$ cat src/shared/ftp_cfg.svh
// Timing, field position and supervision channel constants of the furnace timing block.
`ifndef FTP_CFG_SVH
`define FTP_CFG_SVH

// ****************************************************************
// Clock and one-second tick
// ****************************************************************
`define FTP_CLK_PERIOD_NS 32'h0000_0032
`define FTP_TICK_MS       32'h0000_03E8
`define FTP_TICK_CYC ((`FTP_TICK_MS * 32'h000F_4240) / `FTP_CLK_PERIOD_NS)

// ****************************************************************
// Fixed parameters: delays in seconds (one tick each), retry, recycle and lock counts
// ****************************************************************
`define FTP_PREPURGE_S    12'h01E
`define FTP_INTERPURGE_S  12'h03C
`define FTP_POSTPURGE_S   12'h00F
`define FTP_COOL_ON_S     12'h005
`define FTP_RESTART_S     12'hE10
`define FTP_FLAME_FAIL_S  12'h002
`define FTP_DEBOUNCE_S    12'h002
`define FTP_SHORT_CYC_S   12'h12C
`define FTP_FALSE_FLAME_S 12'h014
`define FTP_RETRIES       2'h2
`define FTP_RECYCLES      2'h3
`define FTP_LOCK_CYCLES   4'hA
`define FTP_HEAT_GATE_S   5'h14
`define FTP_COOL_GATE_S   5'h0A

// ****************************************************************
// Switch decodes and fixed recognition time, in seconds
// ****************************************************************
`define FTP_COOL_OFF_OFF  12'h000
`define FTP_COOL_OFF_ON   12'h03C
`define FTP_HEAT_ON_OFF   12'h01E
`define FTP_HEAT_ON_ON    12'h03C
`define FTP_HOFF_00       12'h078
`define FTP_HOFF_01       12'h0B4
`define FTP_HOFF_10       12'h05A
`define FTP_HOFF_11       12'h03C
`define FTP_WARM_FIRST    12'h011
`define FTP_WARM_NEXT     12'h01B
`define FTP_WARM_LONG     12'h01E
`define FTP_RECOG_S       12'h003

// ****************************************************************
// Field bit positions and supervision channel indices
// ****************************************************************
`define FTP_FS_COOL_OFF   0
`define FTP_FS_HEAT_ON    1
`define FTP_FS_HOFF_A     2
`define FTP_FS_HOFF_B     3
`define FTP_SV_FLAME_FAIL 0
`define FTP_SV_FAULT      1
`define FTP_SV_FALSE      2

`endif

$ cat src/shared/ftp_pkg.sv
// Types shared by the furnace timing block.
package ftp_pkg;

    typedef logic [11:0] ftp_sec_t;

    // Fan delays, used for own settings and the partner's.
    typedef struct packed {
        ftp_sec_t cool_on;
        ftp_sec_t cool_off;
        ftp_sec_t heat_on;
        ftp_sec_t heat_off;
    } ftp_fan_t;

    // Everything the ignition and fan sequencer consumes.
    typedef struct packed {
        ftp_sec_t  prepurge;
        ftp_sec_t  interpurge;
        ftp_sec_t  postpurge;
        ftp_sec_t  restart;
        logic [1:0] retries;
        logic [1:0] recycles;
        ftp_sec_t  warmup;
        ftp_sec_t  trial;
        ftp_sec_t  activation;
        ftp_sec_t  recognition;
        ftp_sec_t  short_cycle;
        ftp_fan_t  fan;
    } ftp_timing_t;

endpackage

$ cat src/verilog/ftp_tick.sv
// One-second tick divider for the furnace timing block.
`timescale 1ns/1ns
module ftp_tick #(
    parameter int unsigned CYC = 20000000
) (
    // Clock and reset
    input  wire logic ref_clk,
    input  wire logic nrst,
    // Tick pulse
    output logic      tick_q
);
    localparam int unsigned W = $clog2(CYC);

    if (CYC < 2) begin : g_chk
        $error("ftp_tick: CYC must be at least 2");
    end

    logic [W-1:0] cnt_q;
    logic [W-1:0] cnt_d;
    logic         tick_d;

    // Count down one second worth of cycles, pulse at wrap.
    always_comb begin
        tick_d = (cnt_q == '0);
        cnt_d  = tick_d ? W'(CYC - 1) : cnt_q - 1'b1;
    end

    always_ff @(posedge ref_clk) begin
        if (!nrst) begin
            cnt_q  <= '0;
            tick_q <= 1'b0;
        end else begin
            cnt_q  <= cnt_d;
            tick_q <= tick_d;
        end
    end
endmodule

$ cat src/verilog/ftp_timer.sv
// Tick-based delay timer that latches its length at start.
`timescale 1ns/1ns
module ftp_timer #(
    parameter int unsigned W = 12
) (
    // Clock and reset
    input  wire logic         ref_clk,
    input  wire logic         nrst,
    // Control
    input  wire logic         start,
    input  wire logic [W-1:0] len,
    input  wire logic         tick,
    // Status
    output logic              busy_q,
    output logic              done_q
);
    if (W < 2) begin : g_chk
        $error("ftp_timer: W must be at least 2");
    end

    logic [W-1:0] cnt_q;
    logic [W-1:0] cnt_d;
    logic         busy_d;
    logic         done_d;

    // The length is taken only at start, so a switch change made while
    // a delay runs affects the next delay and not this one.
    always_comb begin
        cnt_d  = cnt_q;
        busy_d = busy_q;
        done_d = 1'b0;
        if (start) begin
            cnt_d  = len;
            busy_d = (len != '0);
            done_d = (len == '0);
        end else if (busy_q && tick) begin
            cnt_d = cnt_q - 1'b1;
            if (cnt_q == {{(W-1){1'b0}}, 1'b1}) begin
                busy_d = 1'b0;
                done_d = 1'b1;
            end
        end
    end

    always_ff @(posedge ref_clk) begin
        if (!nrst) begin
            cnt_q  <= '0;
            busy_q <= 1'b0;
            done_q <= 1'b0;
        end else begin
            cnt_q  <= cnt_d;
            busy_q <= busy_d;
            done_q <= done_d;
        end
    end
endmodule

$ cat src/verilog/ftp_top.sv
// Furnace timing parameters, switch decode, fan delays and gating.
// Summary of operation
// Prepurge 30 s, inter-trial purge 60 s, postpurge 15 s, never adjustable.
// Two retries, three trials; one hour restart delay after a failed set.
// At most three recycles, four cycles, per heat demand before lockout.
// Flame loss seen within 2 s; faults must persist 2 s first.
// Unexpected flame is judged over a 20 second window.
// After 10 heat cycles with unchanged safety selection, lock it for good.
// Compressor short-cycle delay 5 minutes; cooling fan-on delay 5 seconds.
// Field switch 1 selects cooling fan-off delay: off 0 s, on 60 s.
// Cooling fan-off delay starts at call end; blower stops when elapsed.
// Field switch 2 selects heating fan-on delay: off 30 s, on 60 s.
// Heat fan-on delay starts at trial entry; blower on if trial succeeded.
// Field switches 3,4 select heat fan-off: 120, 180, 90 or 60 s.
// Heat fan-off starts at flame loss after call end; then blower off.
// Safety switches give trial 4/6/6/8 s, activation 1/3/3/5, recognition 3.
// Warm-up 17 s first, 27 s later with switch 1 off; else 30 s.
// Seeing an identical partner on the comm bus enters twinning mode.
// Twinning mode persists until a power cycle.
// Twinned, use shorter fan-on and longer fan-off of both controls.
// After power-up ignore heat 20 s, cooling and fan 10 s.
// All delays count in whole one-second ticks from the system clock.
`timescale 1ns/1ns
`include "ftp_cfg.svh"
module ftp_top #(
    parameter int unsigned TICK_CYC = `FTP_TICK_CYC
) (
    // Clock and reset
    input  wire logic              ref_clk,
    input  wire logic              nrst,
    // Switch banks
    input  wire logic [3:0]        field_setting_switches,
    input  wire logic [1:0]        safety_timing_switches,
    // Thermostat requests
    input  wire logic              heat_call,
    input  wire logic              cool_call,
    input  wire logic              fan_call,
    // Sequencer events and flame
    input  wire logic              trial_enter,
    input  wire logic              trial_ok,
    input  wire logic              first_trial,
    input  wire logic              heat_cycle_done,
    input  wire logic              flame_sense,
    input  wire logic              flame_expected,
    input  wire logic              fault_in,
    // Partner on the comm bus port
    input  wire logic              partner_seen,
    input  wire ftp_pkg::ftp_fan_t partner_fan,
    // Timings and status
    output ftp_pkg::ftp_timing_t   timing_q,
    output logic                   heat_req_q,
    output logic                   cool_req_q,
    output logic                   fan_req_q,
    output logic                   compressor_q,
    output logic                   blower_cool_q,
    output logic                   blower_heat_q,
    output logic                   twin_q,
    output logic                   sel_locked_q,
    output logic [2:0]             supv_q
);
    // ****************************************************************
    // One-second tick and delay timers
    // ****************************************************************
    localparam int unsigned NT = 5;
    localparam int unsigned TW = 12;

    logic                 tick;
    logic [NT-1:0]        t_start;
    logic [NT-1:0]        t_busy;
    logic [NT-1:0]        t_done;
    logic [NT-1:0][TW-1:0] t_len;

    // one second tick
    ftp_tick #(.CYC(TICK_CYC)) u_tick (
        .ref_clk (ref_clk),
        .nrst    (nrst),
        .tick_q  (tick)
    );

    // Timers: 0 cool on, 1 cool off, 2 heat on, 3 heat off, 4 short cycle.
    for (genvar i = 0; i < NT; i++) begin : g_tmr
        ftp_timer #(.W(TW)) u_tmr (
            .ref_clk (ref_clk),
            .nrst    (nrst),
            .start   (t_start[i]),
            .len     (t_len[i]),
            .tick    (tick),
            .busy_q  (t_busy[i]),
            .done_q  (t_done[i])
        );
    end

    // ****************************************************************
    // Safety selection lock and twinning
    // ****************************************************************
    logic [1:0] sel_q;
    logic [1:0] sel_d;
    logic [3:0] cyc_q;
    logic [3:0] cyc_d;
    logic       sel_locked_d;
    logic       twin_d;

    // A change of the switches restarts the cycle count; once locked
    // the stored selection no longer follows the switches.
    always_comb begin
        sel_d        = sel_q;
        cyc_d        = cyc_q;
        sel_locked_d = sel_locked_q;
        // selection lock
        if (!sel_locked_q) begin
            if (safety_timing_switches != sel_q) begin
                sel_d = safety_timing_switches;
                cyc_d = 4'h0;
            end else if (heat_cycle_done) begin
                cyc_d = cyc_q + 4'h1;
                if (cyc_d == `FTP_LOCK_CYCLES) begin
                    sel_locked_d = 1'b1;
                end
            end
        end
        // sticky twinning
        twin_d = twin_q | partner_seen;
    end

    always_ff @(posedge ref_clk) begin
        if (!nrst) begin
            sel_q        <= 2'h0;
            cyc_q        <= 4'h0;
            sel_locked_q <= 1'b0;
            twin_q       <= 1'b0;
        end else begin
            sel_q        <= sel_d;
            cyc_q        <= cyc_d;
            sel_locked_q <= sel_locked_d;
            twin_q       <= twin_d;
        end
    end

    // ****************************************************************
    // Timing decode
    // ****************************************************************
    ftp_pkg::ftp_fan_t    own_fan;
    ftp_pkg::ftp_timing_t timing_d;

    always_comb begin
        // cooling fan-off decode
        own_fan.cool_off = field_setting_switches[`FTP_FS_COOL_OFF] ?
                           `FTP_COOL_OFF_ON : `FTP_COOL_OFF_OFF;
        // heating fan-on decode
        own_fan.heat_on  = field_setting_switches[`FTP_FS_HEAT_ON] ?
                           `FTP_HEAT_ON_ON : `FTP_HEAT_ON_OFF;
        // heating fan-off decode
        unique case ({field_setting_switches[`FTP_FS_HOFF_A],
                      field_setting_switches[`FTP_FS_HOFF_B]})
            2'b00: own_fan.heat_off = `FTP_HOFF_00;
            2'b01: own_fan.heat_off = `FTP_HOFF_01;
            2'b10: own_fan.heat_off = `FTP_HOFF_10;
            2'b11: own_fan.heat_off = `FTP_HOFF_11;
        endcase
        // fixed cooling fan-on
        own_fan.cool_on = `FTP_COOL_ON_S;
        timing_d.fan    = own_fan;
        // shorter fan-on and longer fan-off when twinned
        if (twin_q) begin
            if (partner_fan.heat_on < own_fan.heat_on) begin
                timing_d.fan.heat_on = partner_fan.heat_on;
            end
            if (partner_fan.cool_on < own_fan.cool_on) begin
                timing_d.fan.cool_on = partner_fan.cool_on;
            end
            if (partner_fan.heat_off > own_fan.heat_off) begin
                timing_d.fan.heat_off = partner_fan.heat_off;
            end
            if (partner_fan.cool_off > own_fan.cool_off) begin
                timing_d.fan.cool_off = partner_fan.cool_off;
            end
        end
        // fixed purges
        timing_d.prepurge    = `FTP_PREPURGE_S;
        timing_d.interpurge  = `FTP_INTERPURGE_S;
        timing_d.postpurge   = `FTP_POSTPURGE_S;
        // retries and restart delay
        timing_d.retries     = `FTP_RETRIES;
        timing_d.restart     = `FTP_RESTART_S;
        // recycles
        timing_d.recycles    = `FTP_RECYCLES;
        // short cycle delay
        timing_d.short_cycle = `FTP_SHORT_CYC_S;
        // trial from the stored selection, bit 1 is switch 1
        timing_d.recognition = `FTP_RECOG_S;
        timing_d.trial       = {10'h000, sel_q[1] & sel_q[0],
                                sel_q[1] ^ sel_q[0]} * 12'h002 + 12'h004;
        timing_d.activation  = timing_d.trial - `FTP_RECOG_S;
        // igniter warm-up
        if (sel_q[1]) begin
            timing_d.warmup = `FTP_WARM_LONG;
        end else begin
            timing_d.warmup = first_trial ? `FTP_WARM_FIRST : `FTP_WARM_NEXT;
        end
    end

    always_ff @(posedge ref_clk) begin
        if (!nrst) begin
            timing_q <= '0;
        end else begin
            timing_q <= timing_d;
        end
    end

    // ****************************************************************
    // Power-up gating, cooling and blower control
    // ****************************************************************
    logic [4:0] up_q;
    logic [4:0] up_d;
    logic       flame_prev_q;
    logic       heat_req_d;
    logic       cool_req_d;
    logic       fan_req_d;
    logic       compressor_d;
    logic       blower_cool_d;
    logic       blower_heat_d;

    // Timer lengths follow the registered timings.
    assign t_len[0] = timing_q.fan.cool_on;
    assign t_len[1] = timing_q.fan.cool_off;
    assign t_len[2] = timing_q.fan.heat_on;
    assign t_len[3] = timing_q.fan.heat_off;
    assign t_len[4] = timing_q.short_cycle;

    always_comb begin
        // saturating uptime in ticks
        up_d = up_q;
        if (tick && up_q < `FTP_HEAT_GATE_S) begin
            up_d = up_q + 5'h01;
        end
        heat_req_d = heat_call & (up_q >= `FTP_HEAT_GATE_S);
        cool_req_d = cool_call & (up_q >= `FTP_COOL_GATE_S);
        fan_req_d  = fan_call & (up_q >= `FTP_COOL_GATE_S);
        // fan-on at call start, short cycle at call end
        t_start[0] = cool_req_d & ~cool_req_q;
        t_start[4] = ~cool_req_d & cool_req_q;
        // cooling fan-off starts at call end
        t_start[1] = ~cool_req_d & cool_req_q;
        // heating fan-on starts at trial entry
        t_start[2] = trial_enter;
        // heating fan-off at flame loss after the call ended
        t_start[3] = flame_prev_q & ~flame_sense & ~heat_call;
        // compressor held off while the short cycle delay runs
        compressor_d = cool_req_d & ~t_busy[4] & ~t_start[4];
        blower_cool_d = blower_cool_q;
        if (t_done[0] && cool_req_q) begin
            blower_cool_d = 1'b1;
        end else if (t_done[1]) begin
            blower_cool_d = 1'b0;
        end
        blower_heat_d = blower_heat_q;
        if (t_done[2] && trial_ok) begin
            blower_heat_d = 1'b1;
        end else if (t_done[3]) begin
            blower_heat_d = 1'b0;
        end
    end

    always_ff @(posedge ref_clk) begin
        if (!nrst) begin
            up_q          <= 5'h00;
            flame_prev_q  <= 1'b0;
            heat_req_q    <= 1'b0;
            cool_req_q    <= 1'b0;
            fan_req_q     <= 1'b0;
            compressor_q  <= 1'b0;
            blower_cool_q <= 1'b0;
            blower_heat_q <= 1'b0;
        end else begin
            up_q          <= up_d;
            flame_prev_q  <= flame_sense;
            heat_req_q    <= heat_req_d;
            cool_req_q    <= cool_req_d;
            fan_req_q     <= fan_req_d;
            compressor_q  <= compressor_d;
            blower_cool_q <= blower_cool_d;
            blower_heat_q <= blower_heat_d;
        end
    end

    // ****************************************************************
    // Supervision: flame failure, fault debounce, false flame
    // ****************************************************************
    // A count of N ticks spans more than N-1 seconds, so a least time
    // uses seconds plus one and a longest time seconds minus one.
    localparam logic [5:0] SV_LIM [3] = '{
        6'(`FTP_FLAME_FAIL_S - 12'h001),
        6'(`FTP_DEBOUNCE_S + 12'h001),
        6'(`FTP_FALSE_FLAME_S + 12'h001)};

    logic [2:0] sv_cond;

    assign sv_cond[`FTP_SV_FLAME_FAIL] = flame_expected & ~flame_sense;
    assign sv_cond[`FTP_SV_FAULT]      = fault_in;
    assign sv_cond[`FTP_SV_FALSE]      = ~flame_expected & flame_sense;

    // persistence counters
    for (genvar c = 0; c < 3; c++) begin : g_sv
        logic [5:0] cnt_q;
        logic [5:0] cnt_d;
        logic       flag_d;

        always_comb begin
            cnt_d = 6'h00;
            if (sv_cond[c]) begin
                cnt_d = cnt_q;
                if (tick && cnt_q < SV_LIM[c]) begin
                    cnt_d = cnt_q + 6'h01;
                end
            end
            flag_d = sv_cond[c] & (cnt_d >= SV_LIM[c]);
        end

        always_ff @(posedge ref_clk) begin
            if (!nrst) begin
                cnt_q     <= 6'h00;
                supv_q[c] <= 1'b0;
            end else begin
                cnt_q     <= cnt_d;
                supv_q[c] <= flag_d;
            end
        end
    end
endmodule

$ cat config.mk
export PLATFORM = sky130hd
export DESIGN_NAME = ftp_top
export DESIGN_NICKNAME = d
export VERILOG_FILES = /design/src/shared/ftp_pkg.sv /design/src/verilog/ftp_tick.sv /design/src/verilog/ftp_timer.sv /design/src/verilog/ftp_top.sv
export VERILOG_INCLUDE_DIRS = /design/src /design/src/shared
export SDC_FILE = /design/constraint.sdc
export NUM_CORES = 1
export LEC_CHECK = 0
export BUFFER_PORTS_ARGS = -buffer_cell sky130_fd_sc_hd__buf_2
export CORE_MARGIN = 5
export CORE_UTILIZATION = 40
export CTS_CLUSTER_SIZE = 25
export DETAILED_ROUTE_END_ITERATION = 8
export SLEW_MARGIN = 40
export SYNTH_ARGS = -nofsm -noshare
export SYNTH_HDL_FRONTEND = slang
export SYNTH_HIERARCHICAL = 1
export SYNTH_SLANG_ARGS = --single-unit
$ cat constraint.sdc
create_clock -name ref_clk -period 2.8 [get_ports ref_clk]
set_input_delay 0.56 -clock ref_clk [delete_from_list [all_inputs] [get_ports ref_clk]]
set_output_delay 0.56 -clock ref_clk [all_outputs]
set_load 0.01 [all_outputs]
---- Word-level counts from Yosys, hierarchy flattened ----
Cells that the tools add are included.
storage, ports and cells
  register bits ........................... 296
  latch bits .............................. 0
  bits in writable memories ............... 0
  bits in read-only memories .............. 0
  input port bits ......................... 67
  output and inout bits ................... 171
  word-level logic and storage cells ...... 224
  memories ................................ 0
cells by class
  add/sub/neg operators ................... 13
  multiply operators ...................... 0
  div/mod/pow operators ................... 0
  order comparisons ....................... 13
  equal/unequal tests ..................... 10
  shift-type cells ........................ 0
  mux-type cells .......................... 65
  bitwise logic cells ..................... 26
  reductions and logical operators ........ 45
operators with widths
  kind                                                                   number
  12-bit 2-to-1 mux                                                      14
  153-bit 2-to-1 mux                                                     1
  12-bit by 1-bit == test with 1-bit output, second input constant       5
  12-bit nonzero test                                                    5
  12-bit by 1-bit subtractor with 12-bit output, second input constant   5
  12-bit zero test                                                       4
  48-bit 2-to-1 mux                                                      1
  6-bit 2-to-1 mux                                                       8
  12-bit one-hot mux with 4 select lines                                 1
  1-bit 2-to-1 mux                                                       35
  2-bit nonzero test                                                     13
  25-bit zero test                                                       1
  25-bit 2-to-1 mux                                                      1
  25-bit by 1-bit subtractor with 25-bit output, second input constant   1
  6-bit by 1-bit adder with 6-bit output, second input constant          3
  4-bit 2-to-1 mux                                                       4
  1-bit AND                                                              15
  2-bit AND reduction                                                    7
  12-bit greater-than comparator                                         1
  12-bit by 6-bit greater-than comparator with 1-bit output              1
  12-bit by 3-bit < comparator with 1-bit output, second input constant  1
  12-bit by 6-bit < comparator with 1-bit output                         1
  1-bit logical AND                                                      11
  1-bit NOT                                                              9
  22 further kinds                                                       24

---- Longest topological paths before layout ----
  depth in word-level cells ............... 6
  depth in mapped cells ................... 10
  depth with buffers taken out ............ 9

---- Cells and area by module ----
Netlist, hierarchy kept.
by module, submodules not included
  module     times used  cells each  area an instance (um^2)  seq. area each (um^2)
  ftp_top    1           483         4510.6                   1941.9
  ftp_timer  5           94          802.0                    280.3
  ftp_tick   1           137         1237.4                   520.5

---- Worst setup path after synthesis ----
No wires, ideal clock.
  path type ............................... flip-flop to flip-flop
  start point ............................. register u_tick.cnt_q[20]
  end point ............................... register u_tick.cnt_q[21]
  library setup time ...................... 75 ps
  data arrival time ....................... 2236 ps
  data required time ...................... 2725 ps
  slack ................................... 489 ps
  cell stages (with the launch flop) ...... 7
  path buffers ............................ 2
  clock period less this slack ............ 2311 ps
  cell sequence ........................... dfxtp_1 or4_4 or4b_4 or4_1 buf_2 buf_6 a31oi_1
on the way
  cells in the longest elaborated chain, start to end .. 2
  elaborated cells between the ends (all ways) .. 3
  classes of those cells .................. 1 x add/sub; 1 x mux; 1 x reduce/logical
RTL lines
  element                                                                            RTL line                        RTL
  start: declaration                                                                 ftp_tick.sv:18                  logic [W-1:0] cnt_q;
  start signal: assignment                                                           ftp_tick.sv:33                  cnt_q <= cnt_d;
  25-bit by 1-bit subtractor with 25-bit output or 25-bit zero test (tied branches)  ftp_tick.sv:25, ftp_tick.sv:24
  25-bit 2-to-1 mux (*)                                                              ftp_tick.sv:25                  cnt_d = tick_d ? W'(CYC - 1) : cnt_q - 1'b1;
Mark *: on every way between the ends. The rest lies on a longest branch, timed or not.
A chain may end at the register's enable or synchronous reset.

---- Worst setup path after layout ----
  start point ............................. register u_tick.cnt_q[20]
  end point ............................... register u_tick.cnt_q[1]
on the way
  cells in the longest elaborated chain, start to end .. 2
RTL lines
  element            RTL line        RTL
  25-bit zero test   ftp_tick.sv:24  tick_d = (cnt_q == '0);
  25-bit 2-to-1 mux  ftp_tick.sv:25
No other way between the ends.

==> impl_metrics.py <==
metrics = {
    "status": {
        "run_status": "completed",
    },
    "worst_setup_path": {
        "worst_setup_path_start_kind": "register",
        "endpoint_kind": "register",
        "worstSetupStartpoint": "u_tick/cnt_q[20]",
        "reg2reg_to": "u_tick/cnt_q[1]",
        "worst_setup_path_endpoint": "u_tick/cnt_q[1]",
        "timing.critical_path.arrival_ns": 2.90,
        "reg2reg_from": "u_tick/cnt_q[20]",
        "r2r.worst_path.cells": 4,
        "r2r_slack_ns": 0.26,
        "crit_required_ns": 3.15,
        "timing_worst_setup_path_type": "reg -> reg",
        "worstPathMaxFanout": 14,
    },
    "global_routing": {
        "globalRouteOverflowTotal": 0,
        "vias_in_the_first_global_route": 7393,
        "grt_pass1_wl_um": 36850,
        "gr-usage-all-layers_pct": 15.83,
        "grt_start_max_net_pins": 46,
        "grt_antenna_before_repair": 0,
    },
    "timing": {
        "post-route-period-util_pct": 90.74,
        "setup_total_negative_slack_ns": 0,
        "setup_violations": 0,
        "timing_max_transition_violations_final": 0,
        "worst_pin_slew_ns": 0.7449,
        "rsz0062_at_grt": "false",
        "maxClockFrequency_mhz": 393.6,
        "remaining_max_slew_budget_at_the_tightest_pin_pct": 50.28,
        "clock-skew-final_ns": 0.01216,
        "post-route-min-period_ns": 2.541,
        "hold_viol": 0,
    },
    "die": {
        "die_h_um": 166.0,
        "floorplan.die_area_um2": 27550,
        "io_pins": 238,
        "core_area_um2": 24110,
        "chipWidth_um": 166.0,
        "core.rowCount": 57,
        "initial_core_util_pct": 40.37,
    },
    "cts": {
        "total_clock_buffers_created_by_cts": 17,
        "cts_hold_repair.buffers": 0,
        "tritoncts": "yes",
        "clock_tree.buffer_depth": 2,
        "htreeDepth": 4,
        "clock_latency_ns": 0.43,
        "clock_sink_count": 192,
        "clockRootBuffer": "clkbuf_16",
        "cts_resized": 0,
        "post-cts-setup-buffer-count": 0,
        "clk_pin_slew_worst_paths_ns": 0.07,
    },
    "pwr": {
        "comb_power_share_pct": 23.2,
        "share_clk_of_total_power_pct": 32.8,
        "vdd.ir_drop.worst_v": 0.0003975,
        "power.internal_mw": 4.897,
        "switchingPower_mw": 2.422,
        "power-per-cell-area_nw_per_um2": 661.1,
        "static-leakage-power_nw": 4.786,
        "sequentialPowerShare_pct": 44.0,
        "p_total_mw": 7.319,
        "sw_share_pct": 33.10,
    },
    "logic_synthesis": {
        "post_synth_inst_count": 1088,
        "ys.warnings.count": 6,
        "post_synth.cell_area_avg_um2": 8.945,
        "mappedNetlistArea_um2": 9732,
    },
    "route": {
        "wl_per_cell_um": 14.29,
        "drt-initial-drc-count": 321,
        "drt_pre_antenna_iters": 4,
        "remaining_drc_errors": 0,
        "drt-vias-per-instance": 4.932,
        "via_count": 7792,
        "postRouteWirelength_um": 22580,
        "detail-route-antenna-nets": 0,
    },
    "hold_path": {
        "worstHoldStart": "first_trial",
        "type_of_the_tightest_min_delay_check": "in -> reg",
    },
    "placement": {
        "port-buffer-count": 161,
        "placer_congestion_estimate": 0.8231,
        "dp.final_hpwl_um": 16750,
    },
    "layout": {
        "area_growth_synth_to_finish_pct": 13.76,
        "area.sequential_um2": 3845,
        "antenna_cells": 0,
        "multi_input_gate_area_um2": 5166,
        "final.fill_count": 2430,
        "drive_gt1_share_pct": 21.10,
        "final_net_count": 1343,
    },
    "flow_run": {
        "max_cap_viol_count": 0,
    },
}
==> layout by cell type, fill, tap and decap left out, drive strengths merged, types with 10 or more instances in the layout <==
master / instances
conb: 107
xnor2: 39
o21ai: 71
nor4: 22
o21ba: 10
mux2i: 10
o211a: 15
and2: 17
nand3: 45
nand3b: 11
a31oi: 21
a311oi: 10
o41ai: 15
xor2: 14
buf: 176
clkbuf: 18
ha: 33
nor3: 24
nand4: 27
o31ai: 10
dfxtp: 192
a21oi: 62
or3: 11
nand2: 54
or4: 14
nand2b: 11
inv: 51
and3: 18
nor2: 82
==> power groups by stage <==
stage / sequential (mW) / clock (mW) / combinational, mW
3_3_place_gp: 3.28 / 0 / 1.67
5_1_grt: 3.27 / 2.61 / 1.92
2_1_floorplan: 3.24 / 0 / 1.37
4_1_cts: 3.22 / 2.49 / 1.70
6_report: 3.22 / 2.40 / 1.70
3_5_place_dp: 3.28 / 0 / 1.70
==> per-layer routing <==
metal	up-vias	global-route usage [%]	routed length [um]
met5	-	0	0
met4	0	4.663	386
met3	23	3.690	1050
met2	176	26.28	10790
met1	3593	20.61	10350
li1	4000	-	-
==> layout make-up <==
cell class | instances | area share, %
clock buffer | 18 | 3.967
tap | 324 | 3.662
multi-input combinational | 815 | 46.67
timing repair buffer | 176 | 8.318
inverter | 41 | 1.390
clock inverter | 14 | 1.266
sequential | 192 | 34.73
==> how the worst min path moves through the flow <==
stage | to | cells after the start
5_1_grt | timing_q[99] | 2
6_report | timing_q[99] | 2
4_1_cts | timing_q[99] | 2
3_5_place_dp | g_sv[0].cnt_q[3] | 1
3_3_place_gp | g_sv[0].cnt_q[4] | 1
2_1_floorplan | blower_heat_q | 2
==> state kept, by name, indices dropped and copies added, names as in the netlist, 2 cells and up <==
signal              flops
g_sv.cnt_q             18
g_tmr.u_tmr/busy_q      5
supv_q                  3
g_tmr.u_tmr/done_q      4
cyc_q                   4
up_q                    5
sel_q                   2
g_tmr.u_tmr/cnt_q      60
timing_q               56
u_tick/cnt_q           25
==> critical path, stage by stage, from the launching register on <==
cell	delay [ns]
dfxtp_1	0.34
or4_4	0.55
or4b_4	0.51
or4_1	0.82
a21oi_1	0.24
==> through the flow <==
stage	util (%)	cell area [um2]	hold WS, ns	cells	setup WS, ns
after global routing	45.93	11070	0.2967	1580	0.1539
after detailed placement	43.52	10490	0.4466	1548	0.1877
final	45.93	11070	0.3063	1580	0.2593
after global placement	43.52	10490	0.4431	1548	0.2699
after CTS	45.92	11070	0.2774	1580	0.2549
after floorplan	-	10130	0.4287	1194	0.4891
(Power assumes the default switching activity.)
